File: src/hdl/core_regs_defines.vh
// Purpose: constants for the cpu core register set
// Assumes: included by core_regs.v, the checker and the bench
// Notes:   operation codes are issued by the instruction sequencer
`ifndef CORE_REGS_DEFINES_VH
`define CORE_REGS_DEFINES_VH

// sequencer operation codes
`define OP_NOP       4'h0
`define OP_LDA       4'h1
`define OP_LDX       4'h2
`define OP_LDY       4'h3
`define OP_LDS       4'h4
`define OP_ADC       4'h5
`define OP_MOV       4'h6
`define OP_EA_X      4'h7
`define OP_EA_Y      4'h8
`define OP_PUSHA     4'h9
`define OP_PULL      4'hA
`define OP_CALL      4'hB
`define OP_INT       4'hC
`define OP_MUL       4'hD
`define OP_DIV       4'hE
`define OP_EXT       4'hF

// sub codes of OP_EXT, taken from i_operand[2:0]
`define EXT_WAIT     3'h0
`define EXT_STOP     3'h1
`define EXT_FAST     3'h2
`define EXT_SLOW     3'h3
`define EXT_SETF     3'h4
`define EXT_CLRF     3'h5
`define EXT_PCINC    3'h6
`define EXT_PCLOAD   3'h7

// status flag positions
`define PS_C         0
`define PS_Z         1
`define PS_I         2
`define PS_T         5

// reset values and step sizes
`define PS_RST       8'h04
`define SP_RST       8'hFF
`define BYTE_ZERO    8'h00
`define PC_RST       16'h0000
`define PC_STEP      16'h0001
`define SP_STEP      8'h01

`endif

File: src/hdl/core_regs.v
// Purpose: programmer-visible registers of an 8-bit cpu core
// Assumes: sequencer issues one operation per cycle on i_op
// Notes:   memory data for each op is presented with the op itself
`timescale 1ns/10ps
`default_nettype none
`include "core_regs_defines.vh"

module core_regs #(
   parameter DW = 8,
   parameter AW = 16
) (
   // clock and reset
   input  wire            i_clk,
   input  wire            i_sys_rst,
   // sequencer request
   input  wire [3:0]      i_op,
   input  wire [DW-1:0]   i_data,
   input  wire [DW-1:0]   i_data_x,
   input  wire [DW-1:0]   i_operand,
   input  wire [AW-1:0]   i_vector,
   // system controls
   input  wire            i_stack_page,
   input  wire            i_ring_osc,
   input  wire            i_wake,
   // memory side
   output wire [AW-1:0]   o_mem_addr,
   output wire [DW-1:0]   o_mem_wdata,
   output wire            o_mem_we,
   output wire            o_mem_re,
   // register view
   output wire [DW-1:0]   o_acc,
   output wire [DW-1:0]   o_x,
   output wire [DW-1:0]   o_y,
   output wire [DW-1:0]   o_sp,
   output wire [DW-1:0]   o_ps,
   output wire [AW-1:0]   o_pc,
   // status
   output wire            o_busy,
   output wire            o_halt,
   output wire            o_osc_stop,
   output wire            o_fault
);

////////////////////////////////////////////////////////////////////////////

reg  [DW-1:0]   acc_r;
reg  [DW-1:0]   x_r;
reg  [DW-1:0]   y_r;
reg  [DW-1:0]   sp_r;
reg  [DW-1:0]   ps_r;
reg  [AW-1:0]   pc_r;
reg  [AW-1:0]   addr_r;
reg  [DW-1:0]   wdata_r;
reg             we_r;
reg             re_r;
reg  [1:0]      state_r;
reg             int_r;
reg             halt_r;
reg             stop_r;
reg             fault_r;
reg             busy_r;

reg  [DW:0]     sum_nxt;
reg  [2*DW-1:0] prod_nxt;
reg  [2*DW-1:0] quot_nxt;
reg  [2*DW-1:0] rem_nxt;
wire            active;

// push sequencer states
localparam [1:0] ST_IDLE   = 2'h0;
localparam [1:0] ST_PUSH_H = 2'h1;
localparam [1:0] ST_PUSH_L = 2'h2;
localparam [1:0] ST_PUSH_P = 2'h3;

// stack page select on top, pointer below
function [AW-1:0] stack_addr;
   input          page;
   input [DW-1:0] ptr;
   begin
      stack_addr = {{(AW-DW-1){1'b0}}, page, ptr};
   end
endfunction

// operand plus index, carried into the high byte
function [AW-1:0] index_addr;
   input [DW-1:0] opnd;
   input [DW-1:0] idx;
   begin
      index_addr = {{(AW-DW){1'b0}}, opnd}
                 + {{(AW-DW){1'b0}}, idx};
   end
endfunction

////////////////////////////////////////////////////////////////////////////

// nothing is taken while pushing, halted or stopped
assign active = (state_r == ST_IDLE) && !halt_r && !stop_r;

always @* begin
   sum_nxt  = {1'b0, (ps_r[`PS_T] ? i_data_x : acc_r)}
            + {1'b0, i_data}
            + {{DW{1'b0}}, ps_r[`PS_C]};
   prod_nxt = acc_r * i_data;
   quot_nxt = {(2*DW){1'b0}};
   rem_nxt  = {(2*DW){1'b0}};
   // divider by zero left to the fault branch below
   if (i_operand != `BYTE_ZERO) begin
      quot_nxt = {i_data, acc_r} / {{DW{1'b0}}, i_operand};
      rem_nxt  = {i_data, acc_r} % {{DW{1'b0}}, i_operand};
   end
end

////////////////////////////////////////////////////////////////////////////

always @(posedge i_clk) begin
   if (i_sys_rst) begin
      acc_r   <= `BYTE_ZERO;
      x_r     <= `BYTE_ZERO;
      y_r     <= `BYTE_ZERO;
      sp_r    <= `SP_RST;
      ps_r    <= `PS_RST;
      pc_r    <= `PC_RST;
      addr_r  <= `PC_RST;
      wdata_r <= `BYTE_ZERO;
      we_r    <= 1'b0;
      re_r    <= 1'b0;
      state_r <= ST_IDLE;
      busy_r  <= 1'b0;
      int_r   <= 1'b0;
      halt_r  <= 1'b0;
      stop_r  <= 1'b0;
      fault_r <= 1'b0;
   end else begin
      we_r    <= 1'b0;
      re_r    <= 1'b0;
      fault_r <= 1'b0;
      // wake releases both wait and oscillator stop
      if ((halt_r || stop_r) && i_wake) begin
         halt_r <= 1'b0;
         stop_r <= 1'b0;
      end
      case (state_r)
         ST_PUSH_H: begin
            addr_r  <= stack_addr(i_stack_page, sp_r);
            wdata_r <= pc_r[AW-1:DW];
            we_r    <= 1'b1;
            sp_r    <= sp_r - `SP_STEP;
            state_r <= ST_PUSH_L;
         end
         ST_PUSH_L: begin
            addr_r  <= stack_addr(i_stack_page, sp_r);
            wdata_r <= pc_r[DW-1:0];
            we_r    <= 1'b1;
            sp_r    <= sp_r - `SP_STEP;
            if (int_r) begin
               state_r <= ST_PUSH_P;
            end else begin
               pc_r    <= i_vector;
               state_r <= ST_IDLE;
               busy_r  <= 1'b0;
            end
         end
         ST_PUSH_P: begin
            addr_r  <= stack_addr(i_stack_page, sp_r);
            wdata_r <= ps_r;
            we_r    <= 1'b1;
            sp_r    <= sp_r - `SP_STEP;
            ps_r[`PS_I] <= 1'b1;
            pc_r    <= i_vector;
            int_r   <= 1'b0;
            state_r <= ST_IDLE;
            busy_r  <= 1'b0;
         end
         default: begin
            if (active) begin
               case (i_op)
                  `OP_LDA: begin
                     acc_r <= i_data;
                  end
                  `OP_LDX: begin
                     x_r <= i_data;
                  end
                  `OP_LDY: begin
                     y_r <= i_data;
                  end
                  `OP_LDS: begin
                     sp_r <= i_data;
                  end
                  `OP_ADC: begin
                     ps_r[`PS_C] <= sum_nxt[DW];
                     ps_r[`PS_Z] <= (sum_nxt[DW-1:0] == `BYTE_ZERO);
                     if (ps_r[`PS_T]) begin
                        // memory to memory, result back at X
                        addr_r  <= {{(AW-DW){1'b0}}, x_r};
                        wdata_r <= sum_nxt[DW-1:0];
                        we_r    <= 1'b1;
                     end else begin
                        acc_r <= sum_nxt[DW-1:0];
                     end
                  end
                  `OP_MOV: begin
                     ps_r[`PS_Z] <= (i_data == `BYTE_ZERO);
                     if (ps_r[`PS_T]) begin
                        addr_r  <= {{(AW-DW){1'b0}}, x_r};
                        wdata_r <= i_data;
                        we_r    <= 1'b1;
                     end else begin
                        acc_r <= i_data;
                     end
                  end
                  `OP_EA_X: begin
                     addr_r <= index_addr(i_operand, x_r);
                     re_r   <= 1'b1;
                  end
                  `OP_EA_Y: begin
                     addr_r <= index_addr(i_operand, y_r);
                     re_r   <= 1'b1;
                  end
                  `OP_PUSHA: begin
                     addr_r  <= stack_addr(i_stack_page, sp_r);
                     wdata_r <= acc_r;
                     we_r    <= 1'b1;
                     sp_r    <= sp_r - `SP_STEP;
                  end
                  `OP_PULL: begin
                     // pre-increment; the 8-bit pointer wraps in page
                     addr_r <= stack_addr(i_stack_page,
                                          sp_r + `SP_STEP);
                     re_r   <= 1'b1;
                     sp_r   <= sp_r + `SP_STEP;
                  end
                  `OP_CALL: begin
                     int_r   <= 1'b0;
                     busy_r  <= 1'b1;
                     state_r <= ST_PUSH_H;
                  end
                  `OP_INT: begin
                     int_r   <= 1'b1;
                     busy_r  <= 1'b1;
                     state_r <= ST_PUSH_H;
                  end
                  `OP_MUL: begin
                     // low byte stays, high byte goes to the stack
                     acc_r   <= prod_nxt[DW-1:0];
                     addr_r  <= stack_addr(i_stack_page, sp_r);
                     wdata_r <= prod_nxt[2*DW-1:DW];
                     we_r    <= 1'b1;
                     sp_r    <= sp_r - `SP_STEP;
                  end
                  `OP_DIV: begin
                     if (i_operand == `BYTE_ZERO) begin
                        fault_r <= 1'b1;
                     end else begin
                        // quotient truncated to one byte
                        acc_r   <= quot_nxt[DW-1:0];
                        addr_r  <= stack_addr(i_stack_page, sp_r);
                        wdata_r <= rem_nxt[DW-1:0];
                        we_r    <= 1'b1;
                        sp_r    <= sp_r - `SP_STEP;
                     end
                  end
                  `OP_EXT: begin
                     case (i_operand[2:0])
                        `EXT_WAIT: begin
                           halt_r <= 1'b1;
                        end
                        `EXT_STOP: begin
                           // ring oscillator cannot be restarted safely
                           if (i_ring_osc) begin
                              fault_r <= 1'b1;
                           end else begin
                              stop_r <= 1'b1;
                           end
                        end
                        `EXT_FAST, `EXT_SLOW: begin
                           fault_r <= 1'b1;
                        end
                        `EXT_SETF: begin
                           ps_r <= ps_r | i_data;
                        end
                        `EXT_CLRF: begin
                           ps_r <= ps_r & ~i_data;
                        end
                        `EXT_PCINC: begin
                           pc_r <= pc_r + `PC_STEP;
                        end
                        default: begin
                           pc_r <= i_vector;
                        end
                     endcase
                  end
                  default: begin
                  end
               endcase
            end
         end
      endcase
   end
end

////////////////////////////////////////////////////////////////////////////

assign o_mem_addr  = addr_r;
assign o_mem_wdata = wdata_r;
assign o_mem_we    = we_r;
assign o_mem_re    = re_r;
assign o_acc       = acc_r;
assign o_x         = x_r;
assign o_y         = y_r;
assign o_sp        = sp_r;
assign o_ps        = ps_r;
assign o_pc        = pc_r;
assign o_busy      = busy_r;
assign o_halt      = halt_r;
assign o_osc_stop  = stop_r;
assign o_fault     = fault_r;

endmodule
`default_nettype wire

File: config.mk
export PLATFORM = sky130hd
export DESIGN_NAME = core_regs
export DESIGN_NICKNAME = d
export VERILOG_FILES = /design/src/hdl/core_regs.v
export VERILOG_INCLUDE_DIRS = /design/src /design/src/hdl
export SDC_FILE = /design/constraint.sdc
export NUM_CORES = 1
export LEC_CHECK = 0
export ABC_AREA = 1
export ABC_CLOCK_PERIOD_IN_PS = 90700
export BUFFER_PORTS_ARGS = -buffer_cell sky130_fd_sc_hd__buf_2
export CAP_MARGIN = 0
export CELL_PAD_IN_SITES_DETAIL_PLACEMENT = 1
export CELL_PAD_IN_SITES_GLOBAL_PLACEMENT = 1
export CORE_AREA = 4 4 129 255
export DETAILED_ROUTE_END_ITERATION = 7
export DIE_AREA = 0 0 133 259
export PLACE_DENSITY_LB_ADDON = 0.2
export SLEW_MARGIN = 20
export SYNTH_ARGS = -nofsm -noshare
export SYNTH_HDL_FRONTEND = slang
export SYNTH_SLANG_ARGS = --single-unit
File: constraint.sdc
create_clock -name i_clk -period 90.7 [get_ports i_clk]
set_clock_uncertainty 0.2 [all_clocks]
set_input_delay 27.21 -clock i_clk [delete_from_list [all_inputs] [get_ports i_clk]]
set_output_delay 27.21 -clock i_clk [all_outputs]
set_load 0.01 [all_outputs]
==> results, run 1 <==
- Headroom to the max-slew limit came out at 40.84%.
- The area growth from synthesis to final layout is 9.316%.
- After synthesis the cells add up to 0.01374 mm^2.
- The unique cell type count in the Yosys netlist is 59.
- The final number of max-transition violations is 0.
- Cells fill 48.68% of the core in the end.
- Dividing the detail-routed via count by the number of cells gives 5.647.
- The category of the most critical setup path is in -> reg.
- The overall track demand over capacity in global routing is 30.41%.
- The startpoint identified for the worst register-to-register timing path is o_acc[7].
- The die boundary width is 133 um.
- The maximum number of pins on one net before global-route repair is 45.
- In the finished design, the share of the clock period the worst path needs comes to 62.41%.
- Routability-driven placement finished with a final weighted congestion of 0.9473.
- Each instance of the synthesized netlist takes up on average 6.257 um^2.
- During placement, the flow inserted port buffers numbering 127.
- The cts-stage hold buffer count is 0.
- For the worst setup path, the data arrival time is 56.65 ns.
- The number of design rule violations left after detail routing is 0.
- For the worst-skew pair, the clock arrives at the later sink with an insertion delay of 0.36 ns.
- The number of clock buffers added by TritonCTS is 9.
- Setup repair after global routing left no endpoint under its margin.
- The die boundary height is 259 um.
- In this design, the stage delay of the slowest critical-path cell is 0.54 ns.
- The reg-to-reg setup timing slack is 70.63 ns.
- The initial antenna violation count is 0.
- In this run, synthesis produced a sequential element count of 82.
- The number of DRC markers in iteration 0 is 558.
- The kind of capture point of the worst setup path is a register.
- The endpoint identified for the worst register-to-register timing path is o_mem_wdata[5].
- The clock tree from TritonCTS is yes.
- The CTS clock-pin slew for the worst setup and hold paths is 0.06 ns.
- The cell row count is 91.
- The largest individual stage delay along the critical path comes from the cell sky130_fd_sc_hd__nor2_1.
- The total count of hold-check failures in the final report is 0.
- The first-pass detailed-route iteration total is 5.
- Along the worst path, the maximum fanout reaches 17.
- In this run, synthesis inferred 0 flip-flops with an integrated enable.
- Summed over all layers, the routed wires come to 53,510 um.
- The yosys synthesis warning count is 0.
- The total half-perimeter wirelength after legalization and detailed placement is 43,950 um.
- The area of the core is 0.03086 mm^2.
- The number of top-level design ports is 135.
- The sequential cell area fraction in the yosys report is 11.95%.
- The wire length of the first global-routing pass is 84,090 um.
- The post-route netlist has 11.80% of its cells at a drive strength greater than 1.
- The category of the worst setup path launch point is an input pin.
- Synthesis handed over a netlist of 2,196 instances.
- CTS built an H-tree with a depth of 3.
- The tightest min-delay check is of the reg -> reg type.
- The initial core utilization is 44.53%.
- The number of setup buffers added after CTS is 0.
- For the finished layout, the period the worst path requires is 56.60 ns.
- The via count is 15.28k.
- Based on the critical path, the design can be clocked at up to 17.67 MHz.
- The cell sitting at the root of the clock tree is a sky130_fd_sc_hd__clkbuf_16.
- The final net count is 2,533.
- The number of cells upsized or downsized after cts is 0.
- The total overflow left after global routing is 0.
- Setup violations remaining at the end of the flow were counted as 0.
- The actual transition at the worst max-transition pin is 0.8864 ns.
- The repair_antennas step left the layout with diodes totalling 0.
- Max-cap violations in this run came to 0.
- The worst register-to-register path has a depth of 130.
- The clock net in this run drives a total of 82 sinks.
- The data required time of the critical path is 90.74 ns.
- The most prevalent standard cell on the critical path is sky130_fd_sc_hd__nand2_1.
- The die covers 0.03445 mm^2.
- The async set-or-reset flop fraction in the synthesized netlist is 0%.
- The residual antenna-violating net count after detailed routing is 0.
- The timing startpoint of the critical path is i_operand[0].
- For the final routed database, the setup TNS stands at 0 ns.
- The via count of the first global-routing pass was 16.31k.
- The worst setup path endpoint is o_mem_wdata[5].
- The run finished with clean final reports.
- For this run, the leading register cell type out of synthesis is sky130_fd_sc_hd__dfxtp_1.
- The clock passes through at most 2 buffers.
- The routed length per instance is 19.77 um.
per-layer routing:
layer / share of wire [%] / vias to the layer above / wire (um) / GRT usage [%]
met1: 35 / 7369 / 18710 / 29.53
li1: - / 7314 / - / -
met2: 55 / 405 / 29370 / 60.28
met4: 6.8 / 0 / 3631 / 18.47
met3: 3.4 / 193 / 1794 / 2.909
met5: 0 / - / 0 / 0
cell type report:
type	count	area, um^2
fillers	4350	15840
multi-input cells	1673	10400
flip-flops and latches	82	1642
inverters	376	1414
repair buffers	142	748.2
well taps	418	523.0
clock buffers	11	242.7
clock inverters	4	51.30
flip-flops by register name, summed over array words and instances (netlist names), named ones only:
signal / count
o_mem_re: 1
o_acc: 8
o_mem_we: 1
o_busy: 1
state_r: 2
o_osc_stop: 1
o_fault: 1
o_mem_wdata: 8
o_mem_addr: 9
o_ps: 2
o_pc: 16
int_r: 1
o_x: 8
o_y: 8
o_sp: 8
o_halt: 1
logic make-up (layout without fill, tap and decap cells):
family                   Yosys count  count (layout)  share of synthesized area, %
XOR/XNOR                          81              81                         5.163
multiplexers                       1               1                       0.07286
AO/OA/AOI/OAI                    435             435                         18.63
AND/OR/NAND/NOR                  949             949                         31.19
flip-flops                        82              82                         11.95
buffers and inverters            447             533                         12.57
other                              1               7                       0.02729
adder cells (fa/ha/maj)          200             200                         20.40
cells in the final DEF, fill, tap and decap left out, drive strengths merged, types with 48 or more instances in the layout:
cell type | Yosys | layout
o21ai | 171 | 171
nand2 | 556 | 556
ha | 160 | 160
buf | 14 | 142
a21oi | 154 | 154
nor2 | 159 | 159
inv | 370 | 371
dfxtp | 82 | 82
nand3 | 153 | 153
xor2 | 48 | 48
worst min path at each step:
stage | startpoint | end | slack [ns] | cells after the start
floorplan | state_r[1] | state_r[1] | 0.25 | 1
global route | o_busy | o_busy | 0.29 | 2
finish | o_busy | o_busy | 0.26 | 2
detailed placement | o_busy | o_busy | 0.24 | 2
CTS | o_busy | o_busy | 0.26 | 2
global placement | o_busy | o_busy | 0.25 | 2
synth_stat cells, types with 19 or more instances:
cell / number / share of area [%]
sky130_fd_sc_hd__a21o_1: 19 / 1.0
sky130_fd_sc_hd__a21oi_1: 139 / 5.1
sky130_fd_sc_hd__clkbuf_1: 57 / 1.6
sky130_fd_sc_hd__dfxtp_1: 82 / 12
sky130_fd_sc_hd__fa_1: 40 / 5.8
sky130_fd_sc_hd__ha_1: 160 / 15
sky130_fd_sc_hd__inv_1: 354 / 9.7
sky130_fd_sc_hd__nand2_1: 522 / 14
sky130_fd_sc_hd__nand2_2: 21 / 0.96
sky130_fd_sc_hd__nand3_1: 141 / 5.1
sky130_fd_sc_hd__nand4_1: 20 / 0.91
sky130_fd_sc_hd__nor2_1: 141 / 3.9
sky130_fd_sc_hd__nor3_1: 23 / 0.84
sky130_fd_sc_hd__o21ai_0: 159 / 5.8
sky130_fd_sc_hd__xnor2_1: 33 / 2.1
sky130_fd_sc_hd__xor2_1: 48 / 3.1
stage by stage:
stage | hold WS, ns | instances | worst slack, ns | area, um^2
after floorplan | 0.2528 | 2202 | 38.11 | 13760
after global placement | 0.2474 | 2691 | 35.33 | 14720
after detailed placement | 0.2447 | 2691 | 33.95 | 14730
after CTS | 0.2587 | 2706 | 34.26 | 15020
after global routing | 0.2886 | 2706 | 31.01 | 15020
final | 0.2591 | 2706 | 34.10 | 15020
critical path, delay by kind of cell:
family,cells,cell delay [ns]
buffers and inverters,27,3.40
and+or+nand+nor,94,10.88
xor gates and xnor gates,1,0.17
adders and majority gates,16,5.19
AOI/OAI and AO/OA,53,9.77
Power of run 1 is not shown: default switching activity piles up to over one toggle a cycle in this logic, so the estimate is an artifact.
==> inputs of run 2 (changes only) <==
Settings changed: ABC_CLOCK_PERIOD_IN_PS 90700 to 57200, CORE_AREA 4 4 129 255 to 4 4 130 257, DIE_AREA 0 0 133 259 to 0 0 134 261.
Clock period 90.7 ns to 57.2 ns, I/O delays scaled along.
==> results, run 2 (synthesized netlist as in run 1, its figures left out) <==
- Outcome: complete, no violations (unchanged).
- The number of fill cells came to 4,412 (was 4,350).
- The initial antenna violation count is 0 (unchanged).
- The number of DRC markers in iteration 0 is 569 (was 558).
- The number of diodes is 0 (unchanged).
- The worst path arrival time is 46.73 ns (was 56.65 ns).
- The via count of the first global-routing pass is 16.55k (was 16.31k).
- The global routing usage on met1 was 28.79% (was 29.53%).
- The CTS clock-pin slew for the worst setup and hold paths is 0.06 ns (about the same).
- The number of clock sinks is 82 (unchanged).
- The clock tree from TritonCTS is yes (unchanged).
- The kind of capture point of the worst setup path is a register (unchanged).
- The most prevalent standard cell on the critical path is sky130_fd_sc_hd__nand2_1 (unchanged).
- The startpoint of the worst-slack reg-to-reg timing path is o_acc[7] (unchanged).
- The overflow left after global routing is 0 (unchanged).
- The number of top-level design ports came to 135 (unchanged).
- The clock buffer count from CTS is 9 (unchanged).
- The multi-input logic area is 0.01040 mm^2 (unchanged).
- The library cell contributing the largest single delay on the critical path was sky130_fd_sc_hd__nor2_1 (unchanged).
- The number of cells upsized or downsized after cts is 0 (unchanged).
- The total half-perimeter wirelength after legalization and detailed placement is 44,770 um (was 43,950 um).
- The buffers inserted during post-CTS setup optimization is 0 (unchanged).
- The via count normalized by instance count was 5.660 (was 5.647).
- The worst-path maximum fanout is 17 (unchanged).
- The depth of the worst register-to-register path is 133 (was 130).
- The final estimated routing congestion in global placement is 0.9233 (was 0.9473).
- The number of port buffers came to 127 (unchanged).
- The maximum level of the CTS H-tree came to 3 (unchanged).
- The count of final setup violators is 0 (unchanged).
- The cell row count was 92 (was 91).
- The number of design rule violations left after detail routing is 0 (unchanged).
- The actual transition at the worst max-transition pin is 1.056 ns (was 0.8864 ns).
- The met2 track demand over resource in global routing is 61.10% (was 60.28%).
- The worst path uses 81.64% of the clock period.
- The met3 track utilization from global routing is 3.306% (was 2.909%).
- The busiest layer in global routing is met2 (unchanged).
- The critical path's largest stage delay is 0.55 ns (was 0.54 ns).
- The category of the most critical setup path is in -> reg (unchanged).
- The category of the worst setup path launch point was an input pin (unchanged).
- The first-pass detailed-route iteration total is 5 (unchanged).
- The final number of max-transition violations is 0 (unchanged).
- The destination of the worst hold path was o_busy (unchanged).
- The leading cell type in the layout, fill and taps excluded was sky130_fd_sc_hd__nand2_1 (unchanged).
- The residual antenna-violating net count after detailed routing is 0 (unchanged).
- The overall track demand over capacity in global routing came to 30.70% (was 30.41%).
- The cell depth of the worst min-delay path is 2 (unchanged).
- The area of all sequential standard cells is 0.001642 mm^2 (unchanged).
- For the finished layout, the period the worst path requires is 46.70 ns.
- The maximum operating frequency is 21.41 MHz.
- The reg-to-reg setup timing slack was 37.63 ns (was 70.63 ns).
- The cts-stage hold buffer count is 0 (unchanged).
- The startpoint of the tightest hold check path is o_busy (unchanged).
- The post-route setup TNS is 0 ns (unchanged).
- The clock insertion delay at the later pin of the skew report is 0.35 ns (was 0.36 ns).
- The worst relative slew slack is 29.17% (was 40.84%).
- RSZ-0062 raised after global routing: false (unchanged).
- The cell at the root of the clock tree is sky130_fd_sc_hd__clkbuf_16 (unchanged).
- The number of flip-flops under the largest register name is 16 (unchanged).
- The via count is 15.36k (was 15.28k).
- The area of the core is 0.03143 mm^2 (was 0.03086 mm^2).
- The die boundary width is 134 um (was 133 um).
- The total length of routed wires is 54,370 um (was 53,510 um).
- The maximum number of pins on one net before global-route repair was 46 (was 45).
- The data required time of the critical path is 57.24 ns (was 90.74 ns).
- The initial core utilization is 43.72% (was 44.53%).
- The total count of hold-check failures in the final report is 0 (unchanged).
- The worst min-delay path category is reg -> reg (unchanged).
- The area growth from synthesis to final layout came to 9.699% (was 9.316%).
- The routed length per instance is 20.03 um (was 19.77 um).
- The maximum buffer depth of the clock tree is 2 (unchanged).
- The count of maximum capacitance violations came to 0 (unchanged).
- The area enclosed by the die boundary is 0.03497 mm^2 (was 0.03445 mm^2).
- The final net count is 2,535 (was 2,533).
- The die boundary height is 261 um (was 259 um).
- The proportion of layout cells with a drive suffix above 1 is 11.92% (was 11.80%).
- Commonest cells after routing, fill and taps aside: 522 x sky130_fd_sc_hd__nand2_1, 354 x sky130_fd_sc_hd__inv_1, 160 x sky130_fd_sc_hd__ha_1 (unchanged).
- The wire length of the first global-routing pass is 85,220 um (was 84,090 um).
- The capture instance of the worst register-to-register path is o_mem_wdata[0] (was o_mem_wdata[5]).
[run 2: layout make-up]
type / instances / area share (%)
clock buffer: 9 / 1.494
multi-input combinational: 1673 / 68.99
tap: 423 / 3.512
sequential: 82 / 10.89
inverter: 376 / 9.372
clock inverter: 7 / 0.6724
timing repair buffer: 144 / 5.064
[run 2: worst max-delay path by stage]
stage	depth (start not counted)	start	slack, ns	endpoint
after global routing	195	i_operand[0]	7.57	o_mem_wdata[3]
after global placement	188	i_operand[0]	12.02	o_mem_wdata[7]
after floorplan	203	i_operand[0]	14.66	o_mem_wdata[3]
final	194	i_operand[0]	10.50	o_mem_wdata[0]
after detailed placement	194	i_operand[0]	10.38	o_mem_wdata[5]
after CTS	194	i_operand[0]	10.68	o_mem_wdata[5]
[run 2: worst max-delay path, delay by kind of cell]
family | cells | cell delay, ns
adder cells (fa/ha/maj) | 16 | 5.36
AND/OR/NAND/NOR | 98 | 11.28
buffers and inverters | 25 | 3.21
AO/OA/AOI/OAI | 54 | 9.46
XOR/XNOR | 1 | 0.17
[run 2: metal layers]
layer / up-vias / wire, um
met2: 422 / 29890
met4: 0 / 3991
met5: - / 0
li1: 7318 / -
met3: 191 / 2012
met1: 7429 / 18480
[run 2: stage by stage]
stage / instance area [um^2] / setup WS, ns / hold WS (ns) / instances / utilization (%)
after floorplan: 13760 / 14.66 / 0.2528 / 2202 / -
after global placement: 14750 / 12.02 / 0.2486 / 2698 / 46.92
after detailed placement: 14750 / 10.38 / 0.2552 / 2698 / 46.92
after CTS: 15070 / 10.68 / 0.2734 / 2714 / 47.96
after global routing: 15070 / 7.574 / 0.2982 / 2714 / 47.96
final: 15070 / 10.50 / 0.2726 / 2714 / 47.96
Power of run 2 is left out for the same reason.
